[src/hcfi_pkg.sv]
// Purpose: shared constants and types for the interrupt-gate and frame-interval register bank
// Assumes: 32-bit AHB-Lite register access, one aligned word per register index
// Notes: byte address of a register is its index times four
package hcfi_pkg;
	// register indexes, byte address = index << ADDR_LSB
	localparam logic [29:0] IDX_CMD_STATUS = 30'h02;
	localparam logic [29:0] IDX_IRQ_STATUS = 30'h03;
	localparam logic [29:0] IDX_IRQ_ENABLE = 30'h04;
	localparam logic [29:0] IDX_IRQ_DISABLE = 30'h05;
	localparam logic [29:0] IDX_FRAME_INTERVAL = 30'h0D;
	localparam int ADDR_LSB = 2;

	// enable / disable / status layout
	localparam int BIT_MASTER = 31;
	localparam int BIT_HUB = 6;
	localparam int BIT_WRAP = 5;
	localparam int BIT_FATAL = 4;
	localparam int BIT_RESUME = 3;
	localparam int BIT_FSTART = 2;
	localparam int BIT_OVERRUN = 0;
	localparam int NUM_EVT = 7;
	localparam logic [31:0] IRQ_LAYOUT_MASK = 32'h8000007D;
	localparam logic [6:0] EVENT_MASK = 7'h7D;
	localparam logic [31:0] IRQ_ENABLE_RESET = 32'h80000000;

	// command status
	localparam int BIT_CTRL_RESET = 0;

	// frame interval register
	localparam logic [13:0] FI_NOMINAL = 14'h2EDF;
	localparam logic [31:0] FMI_RESET = 32'h00002EDF;
	localparam logic [31:0] FMI_WRITE_MASK = 32'hFFFF3FFF;

	// bus encodings
	localparam logic [1:0] HTRANS_NONSEQ = 2'h2;
	localparam logic HRESP_OKAY = 1'h0;

	typedef struct packed {
		logic toggle;
		logic [14:0] largest;
		logic [1:0] rsvd;
		logic [13:0] interval;
	} hcfi_fmi_s;

	// one bit per event, at the same position as in the enable register
	typedef struct packed {
		logic hub_change;
		logic frame_wrap;
		logic fatal;
		logic resume;
		logic frame_start;
		logic unused1;
		logic overrun;
	} hcfi_evt_s;

	typedef enum logic {BUS_IDLE, BUS_EXEC} hcfi_bus_e;
endpackage

[src/hcfi_irq_unit.sv]
// Purpose: sticky event status with read-clear and the gated interrupt line
// Assumes: events are one-cycle pulses on the register clock
// Notes: an event in the clearing cycle survives the clear
`timescale 1ns/1ps
`default_nettype none
module hcfi_irq_unit
	import hcfi_pkg::*;
(
	input wire logic clk,
	input wire logic rst,
	input wire logic [NUM_EVT-1:0] evt,
	input wire logic rd_clr,
	input wire logic [31:0] enables,
	output logic [NUM_EVT-1:0] status_q,
	output logic irq_q
);
	logic [NUM_EVT-1:0] status_d;
	logic irq_d;

	genvar g;
	generate
		for (g = 0; g < NUM_EVT; g++) begin : g_evt
			// set beats clear so a pulse during the read is not lost
			always_comb begin
				status_d[g] = EVENT_MASK[g] & (evt[g] | (status_q[g] & ~rd_clr));
			end
		end
	endgenerate

	always_comb begin
		irq_d = enables[BIT_MASTER] & (|(status_d & enables[NUM_EVT-1:0]));
	end

	always_ff @(posedge clk or posedge rst) begin
		if (rst) begin
			status_q <= '0;
			irq_q <= 1'b0;
		end else begin
			status_q <= status_d;
			irq_q <= irq_d;
		end
	end
endmodule // hcfi_irq_unit
`default_nettype wire

[src/hcfi_regbank.sv]
// Purpose: interrupt enable/disable pair and frame interval register behind AHB-Lite
// Assumes: single slave, whole-word single transfers, events and frame start synchronous to MCLK
// Notes: every transfer takes one wait state; reads and writes act at the first data-phase edge
//
// What this block and its software do
// writing one to master bit 31 of disable turns off all event interrupts
// master interrupt enable is set after hardware or software reset
// writing one to bit 6 stops hub change interrupts, zero leaves it
// ones at bits 5 and 4 stop frame wrap and fatal error interrupts
// ones at bits 3 and 2 stop resume and frame start interrupts
// one at bit 0 stops overrun interrupts; bit 1 and 30..7 are reserved
// 14-bit frame interval in low bits gives bit times between frame starts
// frame interval nominal reset value is 11999 bit times
// controller reset command forces the interval field back to nominal
// software saves the interval before resetting the controller
// software may restore the saved interval after reset completes
// software flips the toggle bit on each new interval; plain bit, resets zero
// each frame start loads the 15-bit largest packet field into its counter
// software computes and writes the largest packet field; it resets to zero
// a new interval written is taken up at any following frame start
// the interval register sits at index 0DH for read and write
// ones written to disable clear enables; disable reads return enables; index 05H
// interrupt only when status, its enable and the master enable are all set
// whole interval register resets to 0x00002EDF, reserved bits read zero
`timescale 1ns/1ps
`default_nettype none
module hcfi_regbank
	import hcfi_pkg::*;
(
	input wire logic MCLK,
	input wire logic RST,
	input wire logic HSEL,
	input wire logic [31:0] HADDR,
	input wire logic [1:0] HTRANS,
	input wire logic HWRITE,
	input wire logic [2:0] HSIZE,
	input wire logic [31:0] HWDATA,
	input wire logic HREADY,
	output logic [31:0] HRDATA,
	output logic HREADYOUT,
	output logic HRESP,
	input wire hcfi_pkg::hcfi_evt_s EVT,
	output logic IRQ,
	output logic CTRL_RESET_PULSE,
	output logic [13:0] ACTIVE_INTERVAL,
	output logic [14:0] LARGEST_PKT_CNT
);
	import hcfi_pkg::*;

	hcfi_bus_e bus_q, bus_d;
	logic [29:0] idx_q, idx_d;
	logic wr_q, wr_d;
	logic ready_q, ready_d;
	logic [31:0] rdata_q, rdata_d;
	logic resp_q, resp_d;
	logic [31:0] en_q, en_d;
	hcfi_fmi_s fmi_q, fmi_d;
	logic cres_q, cres_d;
	logic [13:0] act_q, act_d;
	logic [14:0] lpc_q, lpc_d;
	logic [NUM_EVT-1:0] status;
	logic irq;
	logic accept, exec, exec_wr, exec_rd;
	logic [31:0] wbits;

	// HSIZE is not decoded: only whole-word transfers are issued on this bus
	assign accept = HSEL & HREADY & (HTRANS == HTRANS_NONSEQ);
	assign exec = (bus_q == BUS_EXEC);
	assign exec_wr = exec & wr_q;
	assign exec_rd = exec & ~wr_q;
	assign wbits = HWDATA & IRQ_LAYOUT_MASK;

	// bus slave sequencing: address phase, one wait cycle, data ready
	// the wait state lets every answer come from a flop, at the cost of one cycle per transfer
	always_comb begin
		bus_d = bus_q;
		idx_d = idx_q;
		wr_d = wr_q;
		ready_d = 1'b1;
		resp_d = HRESP_OKAY;
		unique case (bus_q)
			BUS_IDLE: begin
				if (accept) begin
					idx_d = HADDR[31:ADDR_LSB];
					wr_d = HWRITE;
					ready_d = 1'b0;
					bus_d = BUS_EXEC;
				end
			end
			BUS_EXEC: begin
				bus_d = BUS_IDLE;
			end
		endcase
	end

	always_ff @(posedge MCLK or posedge RST) begin
		if (RST) begin
			bus_q <= BUS_IDLE;
			idx_q <= '0;
			wr_q <= 1'b0;
			ready_q <= 1'b1;
			resp_q <= HRESP_OKAY;
		end else begin
			bus_q <= bus_d;
			idx_q <= idx_d;
			wr_q <= wr_d;
			ready_q <= ready_d;
			resp_q <= resp_d;
		end
	end

	// read mux, unmapped indexes read zero
	// the answer is registered so HRDATA stays put until the next read
	always_comb begin
		rdata_d = rdata_q;
		if (exec_rd) begin
			unique case (idx_q)
				IDX_IRQ_STATUS: rdata_d = {25'h0, status};
				IDX_IRQ_ENABLE: rdata_d = en_q;
				IDX_IRQ_DISABLE: rdata_d = en_q;
				IDX_FRAME_INTERVAL: rdata_d = fmi_q;
				default: rdata_d = 32'h00000000;
			endcase
		end
	end

	always_ff @(posedge MCLK or posedge RST) begin
		if (RST) begin
			rdata_q <= '0;
		end else begin
			rdata_q <= rdata_d;
		end
	end

	// interrupt enables: set through enable, cleared through disable
	always_comb begin
		en_d = en_q;
		if (exec_wr && idx_q == IDX_IRQ_ENABLE) begin
			en_d = en_q | wbits;
		end
		if (exec_wr && idx_q == IDX_IRQ_DISABLE) begin
			// zeros leave bits alone; reserved bits stay zero
			en_d = en_q & ~wbits;
		end
		if (cres_q) begin
			en_d[BIT_MASTER] = 1'b1;
		end
	end

	always_ff @(posedge MCLK or posedge RST) begin
		if (RST) begin
			en_q <= IRQ_ENABLE_RESET;
		end else begin
			en_q <= en_d;
		end
	end

	// controller reset command: one-cycle pulse, the bit itself reads zero
	// acting one edge after the write keeps the reset out of the write's own cycle
	always_comb begin
		cres_d = exec_wr & (idx_q == IDX_CMD_STATUS) & HWDATA[BIT_CTRL_RESET];
	end

	always_ff @(posedge MCLK or posedge RST) begin
		if (RST) begin
			cres_q <= 1'b0;
		end else begin
			cres_q <= cres_d;
		end
	end

	// frame interval register; toggle and largest packet are plain software bits
	always_comb begin
		fmi_d = fmi_q;
		if (exec_wr && idx_q == IDX_FRAME_INTERVAL) begin
			fmi_d = HWDATA & FMI_WRITE_MASK;
		end
		// for the interval field only, the reset command wins over a write in the same cycle
		if (cres_q) begin
			fmi_d.interval = FI_NOMINAL;
		end
	end

	always_ff @(posedge MCLK or posedge RST) begin
		if (RST) begin
			fmi_q <= FMI_RESET;
		end else begin
			fmi_q <= fmi_d;
		end
	end

	// values handed to the frame timing logic at each frame start
	always_comb begin
		act_d = act_q;
		lpc_d = lpc_q;
		if (EVT.frame_start) begin
			act_d = fmi_q.interval;
			lpc_d = fmi_q.largest;
		end
	end

	always_ff @(posedge MCLK or posedge RST) begin
		if (RST) begin
			act_q <= FI_NOMINAL;
			lpc_q <= '0;
		end else begin
			act_q <= act_d;
			lpc_q <= lpc_d;
		end
	end

	// status and the interrupt line live in their own unit so that the
	// set-beats-clear order is decided in one place only
	hcfi_irq_unit u_irq (
		.clk(MCLK),
		.rst(RST),
		.evt(EVT),
		.rd_clr(exec_rd && idx_q == IDX_IRQ_STATUS),
		.enables(en_q),
		.status_q(status),
		.irq_q(irq)
	);

	assign HRDATA = rdata_q;
	assign HREADYOUT = ready_q;
	assign HRESP = resp_q;
	assign IRQ = irq;
	assign CTRL_RESET_PULSE = cres_q;
	assign ACTIVE_INTERVAL = act_q;
	assign LARGEST_PKT_CNT = lpc_q;
endmodule // hcfi_regbank
`default_nettype wire

[config.mk]
export PLATFORM = sky130hd
export DESIGN_NAME = hcfi_regbank
export DESIGN_NICKNAME = d
export VERILOG_FILES = /design/src/hcfi_pkg.sv /design/src/hcfi_irq_unit.sv /design/src/hcfi_regbank.sv
export SDC_FILE = /design/constraint.sdc
export NUM_CORES = 1
export LEC_CHECK = 0
export ABC_AREA = 1
export BUFFER_PORTS_ARGS = -buffer_cell sky130_fd_sc_hd__buf_2
export CAP_MARGIN = 10
export CORE_ASPECT_RATIO = 0.6
export CORE_MARGIN = 2
export CORE_UTILIZATION = 30
export DETAILED_ROUTE_END_ITERATION = 6
export PLACE_DENSITY = 0.56
export REMOVE_ABC_BUFFERS = 1
export SLEW_MARGIN = 10
export SYNTH_ARGS = -nofsm -noshare
export SYNTH_HDL_FRONTEND = slang
export SYNTH_SLANG_ARGS = --single-unit
[constraint.sdc]
create_clock -name MCLK -period 3.95 [get_ports MCLK]
set_clock_uncertainty 0.05 [all_clocks]
set_input_delay 0.5925 -clock MCLK [delete_from_list [all_inputs] [get_ports MCLK]]
set_output_delay 0.5925 -clock MCLK [all_outputs]
set_load 0.02 [all_outputs]
== Yosys cells after proc, flatten, opt, wreduce, memory -nomap -nowiden ==
Cells that the tools add are included.

* Equal/unequal tests: 6
* Muxes and demuxes: 10
* Bitwise gates (word level): 26
* Reduce and logical (&&, ||, !) cells: 10

{| class="wikitable"
|+ Operators by type and width
! cell !! count
|-
| one-hot mux 32 bit (3 select lines) || 1
|-
| 2-to-1 mux 32 bit || 2
|-
| equality test 30 x 2 -> 1 bit, second input constant || 2
|-
| equality test 30 x 3 -> 1 bit, second input constant || 2
|-
| bitwise AND 32 bit || 1
|-
| inverter 32 bit || 1
|-
| OR 32 bit || 1
|-
| equality test 30 x 4 -> 1 bit, second input constant || 1
|-
| 2-to-1 mux 14 bit || 2
|-
| bitwise AND 1 bit || 13
|-
| bitwise AND 7 bit || 1
|-
| OR reduction 7 bit || 1
|-
| OR 1 bit || 6
|-
| logical AND 1 bit || 4
|-
| 2-to-1 mux 1 bit || 4
|-
| nonzero test 2 bit || 2
|-
| inverter 1 bit || 3
|-
| nonzero test 3 bit || 1
|-
| equality test 2 bit, second input constant || 1
|-
| one-hot mux 1 bit (2 select lines) || 1
|-
| AND reduction 2 bit || 1
|-
| OR reduction 2 bit || 1
|}

* Register bits after elaboration: 164
* Bits of input ports: 81
* Output and inout bits: 65
* Logic and storage cells: 67

== Depth between registers and ports, before layout ==
* Depth in word-level cells: 9
* Depth in mapped cells: 12
* Depth with buffers taken out: 12

== Hierarchy ==
A second synthesis with hierarchy kept.

* Cell total of the unflattened synthesis: 639
* Area total of the unflattened synthesis: 5770.5 µm²

{| class="wikitable"
|+ Modules (own cells, without submodules)
! module !! instances !! cells an instance !! area each (µm²) !! seq. area each (µm²)
|-
| hcfi_regbank || 1 || 597 || 5451.5 || 3283.1
|-
| hcfi_irq_unit || 1 || 42 || 319.1 || 175.2
|}

== Least setup slack after synthesis ==
OpenSTA, ideal clock, no wires.

* Path type: register to register
* From: reg idx_q[18]
* To: reg fmi_q[10] in the netlist's numbering
* Setup time: 0.078 ns
* Data arrival time: 1.545 ns
* Required time: 3.822 ns
* Slack: 2.278 ns
* Stages on the path, launching flop included: 10
* Path buffers: 1
* Clock period less this slack: 1.672 ns
* Cells stage by stage: dfrtp_1 > nor2_2 > nand3_2 > nor2_8 > nand2_4 > nor3_4 > nand2_4 > buf_6 > nor2_2 > a21oi_2

* Word-level cells in the longest chain between the ends: 3

{| class="wikitable"
|+ Ends and longest elaborated chain
! item !! RTL line !! text
|-
| from (decl) || hcfi_regbank.sv:51 || <nowiki>logic [29:0] idx_q, idx_d;</nowiki>
|-
| from (signal assigned) || hcfi_regbank.sv:105 || <nowiki>idx_q <= idx_d;</nowiki>
|-
| equality test 30 x 4 -> 1 bit || hcfi_regbank.sv:175 || <nowiki>if (exec_wr && idx_q == IDX_FRAME_INTERVAL) begin</nowiki>
|-
| logical AND 1 bit || hcfi_regbank.sv:175 ||
|-
| nonzero test 2 bit (no source line) || -- ||
|-
| to (signal assigned) || hcfi_regbank.sv:188 || <nowiki>fmi_q <= fmi_d;</nowiki>
|-
| to (decl) || hcfi_regbank.sv:57 || <nowiki>hcfi_fmi_s fmi_q, fmi_d;</nowiki>
|}

No other way between the ends.
A chain may end at the register's enable or synchronous reset.

== Worst setup path in the final report ==
* From: reg idx_q[7]
* To: reg fmi_q[29] in the netlist's numbering

* Word-level cells in the longest chain between the ends: 2

{| class="wikitable"
|+ Ends and longest elaborated chain
! item !! RTL line
|-
| equality test 30 x 4 -> 1 bit || hcfi_regbank.sv:175
|-
| logical AND 1 bit || hcfi_regbank.sv:175
|}

No other way between the ends.

==> qor.txt <==
status -> complete, no violations
TritonCTS clock tree -> done
vias per cell -> 4.32
postcts setup bufs -> 0
Die X-Extent -> 183 um
worst-path maximum fanout -> 30
Die ar. -> 20400 um^2
Synth area leader -> dfrtp_1
Clock Path Buffers -> 2
CTS Buf Count -> 17
Worst-Skew Late Latency -> 420 ps
DRT Wirelength -> 15100 um
Clock Sinks -> 137
Crit path arrival time -> 2660 ps
yosys warns -> 0
Yosys cell types -> 32
Final period util -> 0.611
CTS Hold Bufs -> 0
post-route antenna net violation count -> 0
# IOs -> 146
Layout Nets -> 871
static leakage -> 3.74 nW
Final Hold Slack -> 315 ps
Starting Density -> 0.305
setup violators final -> 0
Post-Syn Instances -> 655
critical path startpoint category -> flop
area grow syn2layout -> 26.9%
Setup WS pre-CTS -> 1510 ps
drt drc -> 0
global placement routability congestion -> 0.722
minimum clock period -> 2410 ps
DRT iter0 DRCs -> 241
Die H -> 112 um
wire length of the first global-routing pass -> 24200 um
DR pass1 iterations -> 5
grt ovf -> 0
Cell Area, Placed -> 6690 um^2
max_slew headroom -> 0.340
final worst slack -> 1540 ps
largest net degree at the start of global routing -> 107
class of the worst hold path -> input port to async pin
Setup CP Type -> flop to flop
CTS root buffer -> clkbuf_16
GRT Resource Usage Total -> 0.156
FF+latch count, synth -> 137
syn avg cell area -> 8.82 um^2
most frequent cells in the layout -> nand2_1 (283), buf_2 (134), dfrtp_1 (113)
# diodes -> 0
Data required, critical path -> 4200 ps
Resized cells post-CTS -> 0
FILL cells -> 1944
PortBufs -> 134
fin util -> 0.387
# rows -> 39
share of cells above drive strength 1 -> 0.296
fmax -> 0.415 GHz
vias in the first global route -> 4494
Final Hold Viols -> 0
core footprint -> 18900 um^2
Max-Cap Viols -> 0
initial antenna violation count -> 1
commonest non-fill, non-tap cell in the layout -> nand2_1
post-synthesis sequential area ratio -> 0.599
cell area after synthesis -> 5780 um^2
CP Capture Type -> flop
drt wl/cell -> 14.4 um
Max IR drop VDD -> 0.252 mV
detailed-route via count -> 4531
RSZ-0062 raised after global routing -> false
post-route cell area -> 7330 um^2
Synth top area share -> 0.489
pwr/cell area -> 489 nW/um^2
Worst-Margin Slew -> 990 ps
top cells by area, synth -> dfrtp_1 (49%), nand2_1 (18%), dfstp_2 (11%), o21ai_0 (5.0%), inv_1 (4.1%)
H-tree Lvls -> 4
Max Slew Vio Count -> 0
Worst-path clk slew -> 60 ps
dpl hpwl -> 9880 um
[cells in the mapped netlist]
| master | instances |
|---|---|
| dfstp_2 | 24 |
| o31ai_1 | 8 |
| and3_1 | 1 |
| nor2_1 | 12 |
| nand3_2 | 1 |
| buf_4 | 3 |
| clkinv_1 | 2 |
| conb_1 | 1 |
| nor2_2 | 14 |
| o211ai_1 | 6 |
| nor2_4 | 2 |
| buf_2 | 3 |
| inv_2 | 3 |
| buf_6 | 3 |
| a21oi_2 | 10 |
| nand2_4 | 2 |
| nand3_1 | 8 |
| nor3b_2 | 1 |
| nor3_1 | 3 |
| a22oi_1 | 2 |
| o21ai_0 | 58 |
| inv_1 | 63 |
| nor4_2 | 1 |
| dfrtp_1 | 113 |
| clkbuf_1 | 18 |
| nor2_8 | 1 |
| nor3_4 | 2 |
| a21oi_1 | 1 |
| nand2_1 | 283 |
| buf_1 | 1 |
| o21ai_1 | 4 |
| nand2_2 | 1 |
[critical path: stages (launching register included)]
cell     delay (ps)
dfrtp_1         350
inv_1            70
nand2_1          60
nor2_2          220
nand2_1         160
nor2_1          120
nand2_1          60
buf_4           260
inv_1           110
nand3_1         540
nand2_1         230
nand2_1          60
[metrics by stage]
step / cells / total power, mW / TNS (ps)
floorplan: 629 / 1.77 / -36230
global placement: 1017 / 1.88 / 0
detailed placement: 1017 / 1.89 / 0
CTS: 1049 / 3.64 / 0
global route: 1049 / 3.75 / 0
finish: 1049 / 3.58 / 0
[per-layer routing]
metal,wire length [um],GRT usage,share of wire
met1,7910,0.223,0.52
met2,5940,0.218,0.39
met3,1110,0.0651,0.073
met4,114,0.0368,0.0076
met5,11,0,0.00073
[registers in the layout (all words and copies together), names as in the netlist, named ones only]
register / flops
HRDATA: 30
fmi_q: 30
idx_q: 30
LARGEST_PKT_CNT: 15
ACTIVE_INTERVAL: 14
u_irq.status_q: 6
CTRL_RESET_PULSE: 1
HREADYOUT: 1
bus_q: 1
en_q: 1
u_irq.irq_q: 1
wr_q: 1
[cell type report]
class | instances | area (um^2) | share of cell area
flip-flops and latches | 137 | 3460 | 0.472
multi-input cells | 424 | 1930 | 0.264
repair buffers | 142 | 731 | 0.0997
clock buffers | 21 | 470 | 0.0642
well taps | 246 | 308 | 0.0420
inverters | 68 | 260 | 0.0355
clock inverters | 11 | 169 | 0.0230
[logic make-up (layout without fill, tap and decap cells)]
kind of cell           Yosys count  count (layout)  synth area share
AO/OA/AOI/OAI                   89              89            0.0905
flip-flops                     137             137             0.599
AND/OR/NAND/NOR                332             332             0.241
other                            1               3          0.000649
buffers and inverters           96             242            0.0689
[power breakdown]
part | internal (mW) | total, mW | switching [mW]
Clock | 1.11 | 1.72 | 0.616
Combinational | 0.103 | 0.309 | 0.206
Sequential | 1.51 | 1.55 | 0.0401
Total | 2.72 | 3.58 | 0.862
[path summary, 6_finish.rpt]
path                               startpoint                 end  slack (ps)  depth (start not counted)
max in group asynchronous                 RST          HRDATA[21]        2640                          3
max reg2reg                          idx_q[7]           fmi_q[29]        1540                         11
min reg2reg                LARGEST_PKT_CNT[9]  LARGEST_PKT_CNT[9]         410                          2
max                                  idx_q[7]           fmi_q[29]        1540                         11
min                                       RST           idx_q[22]         320                          2
min in group MCLK                  HWDATA[21]           fmi_q[21]         330                          3
Note: power is estimated with default switching activity, not from simulation.
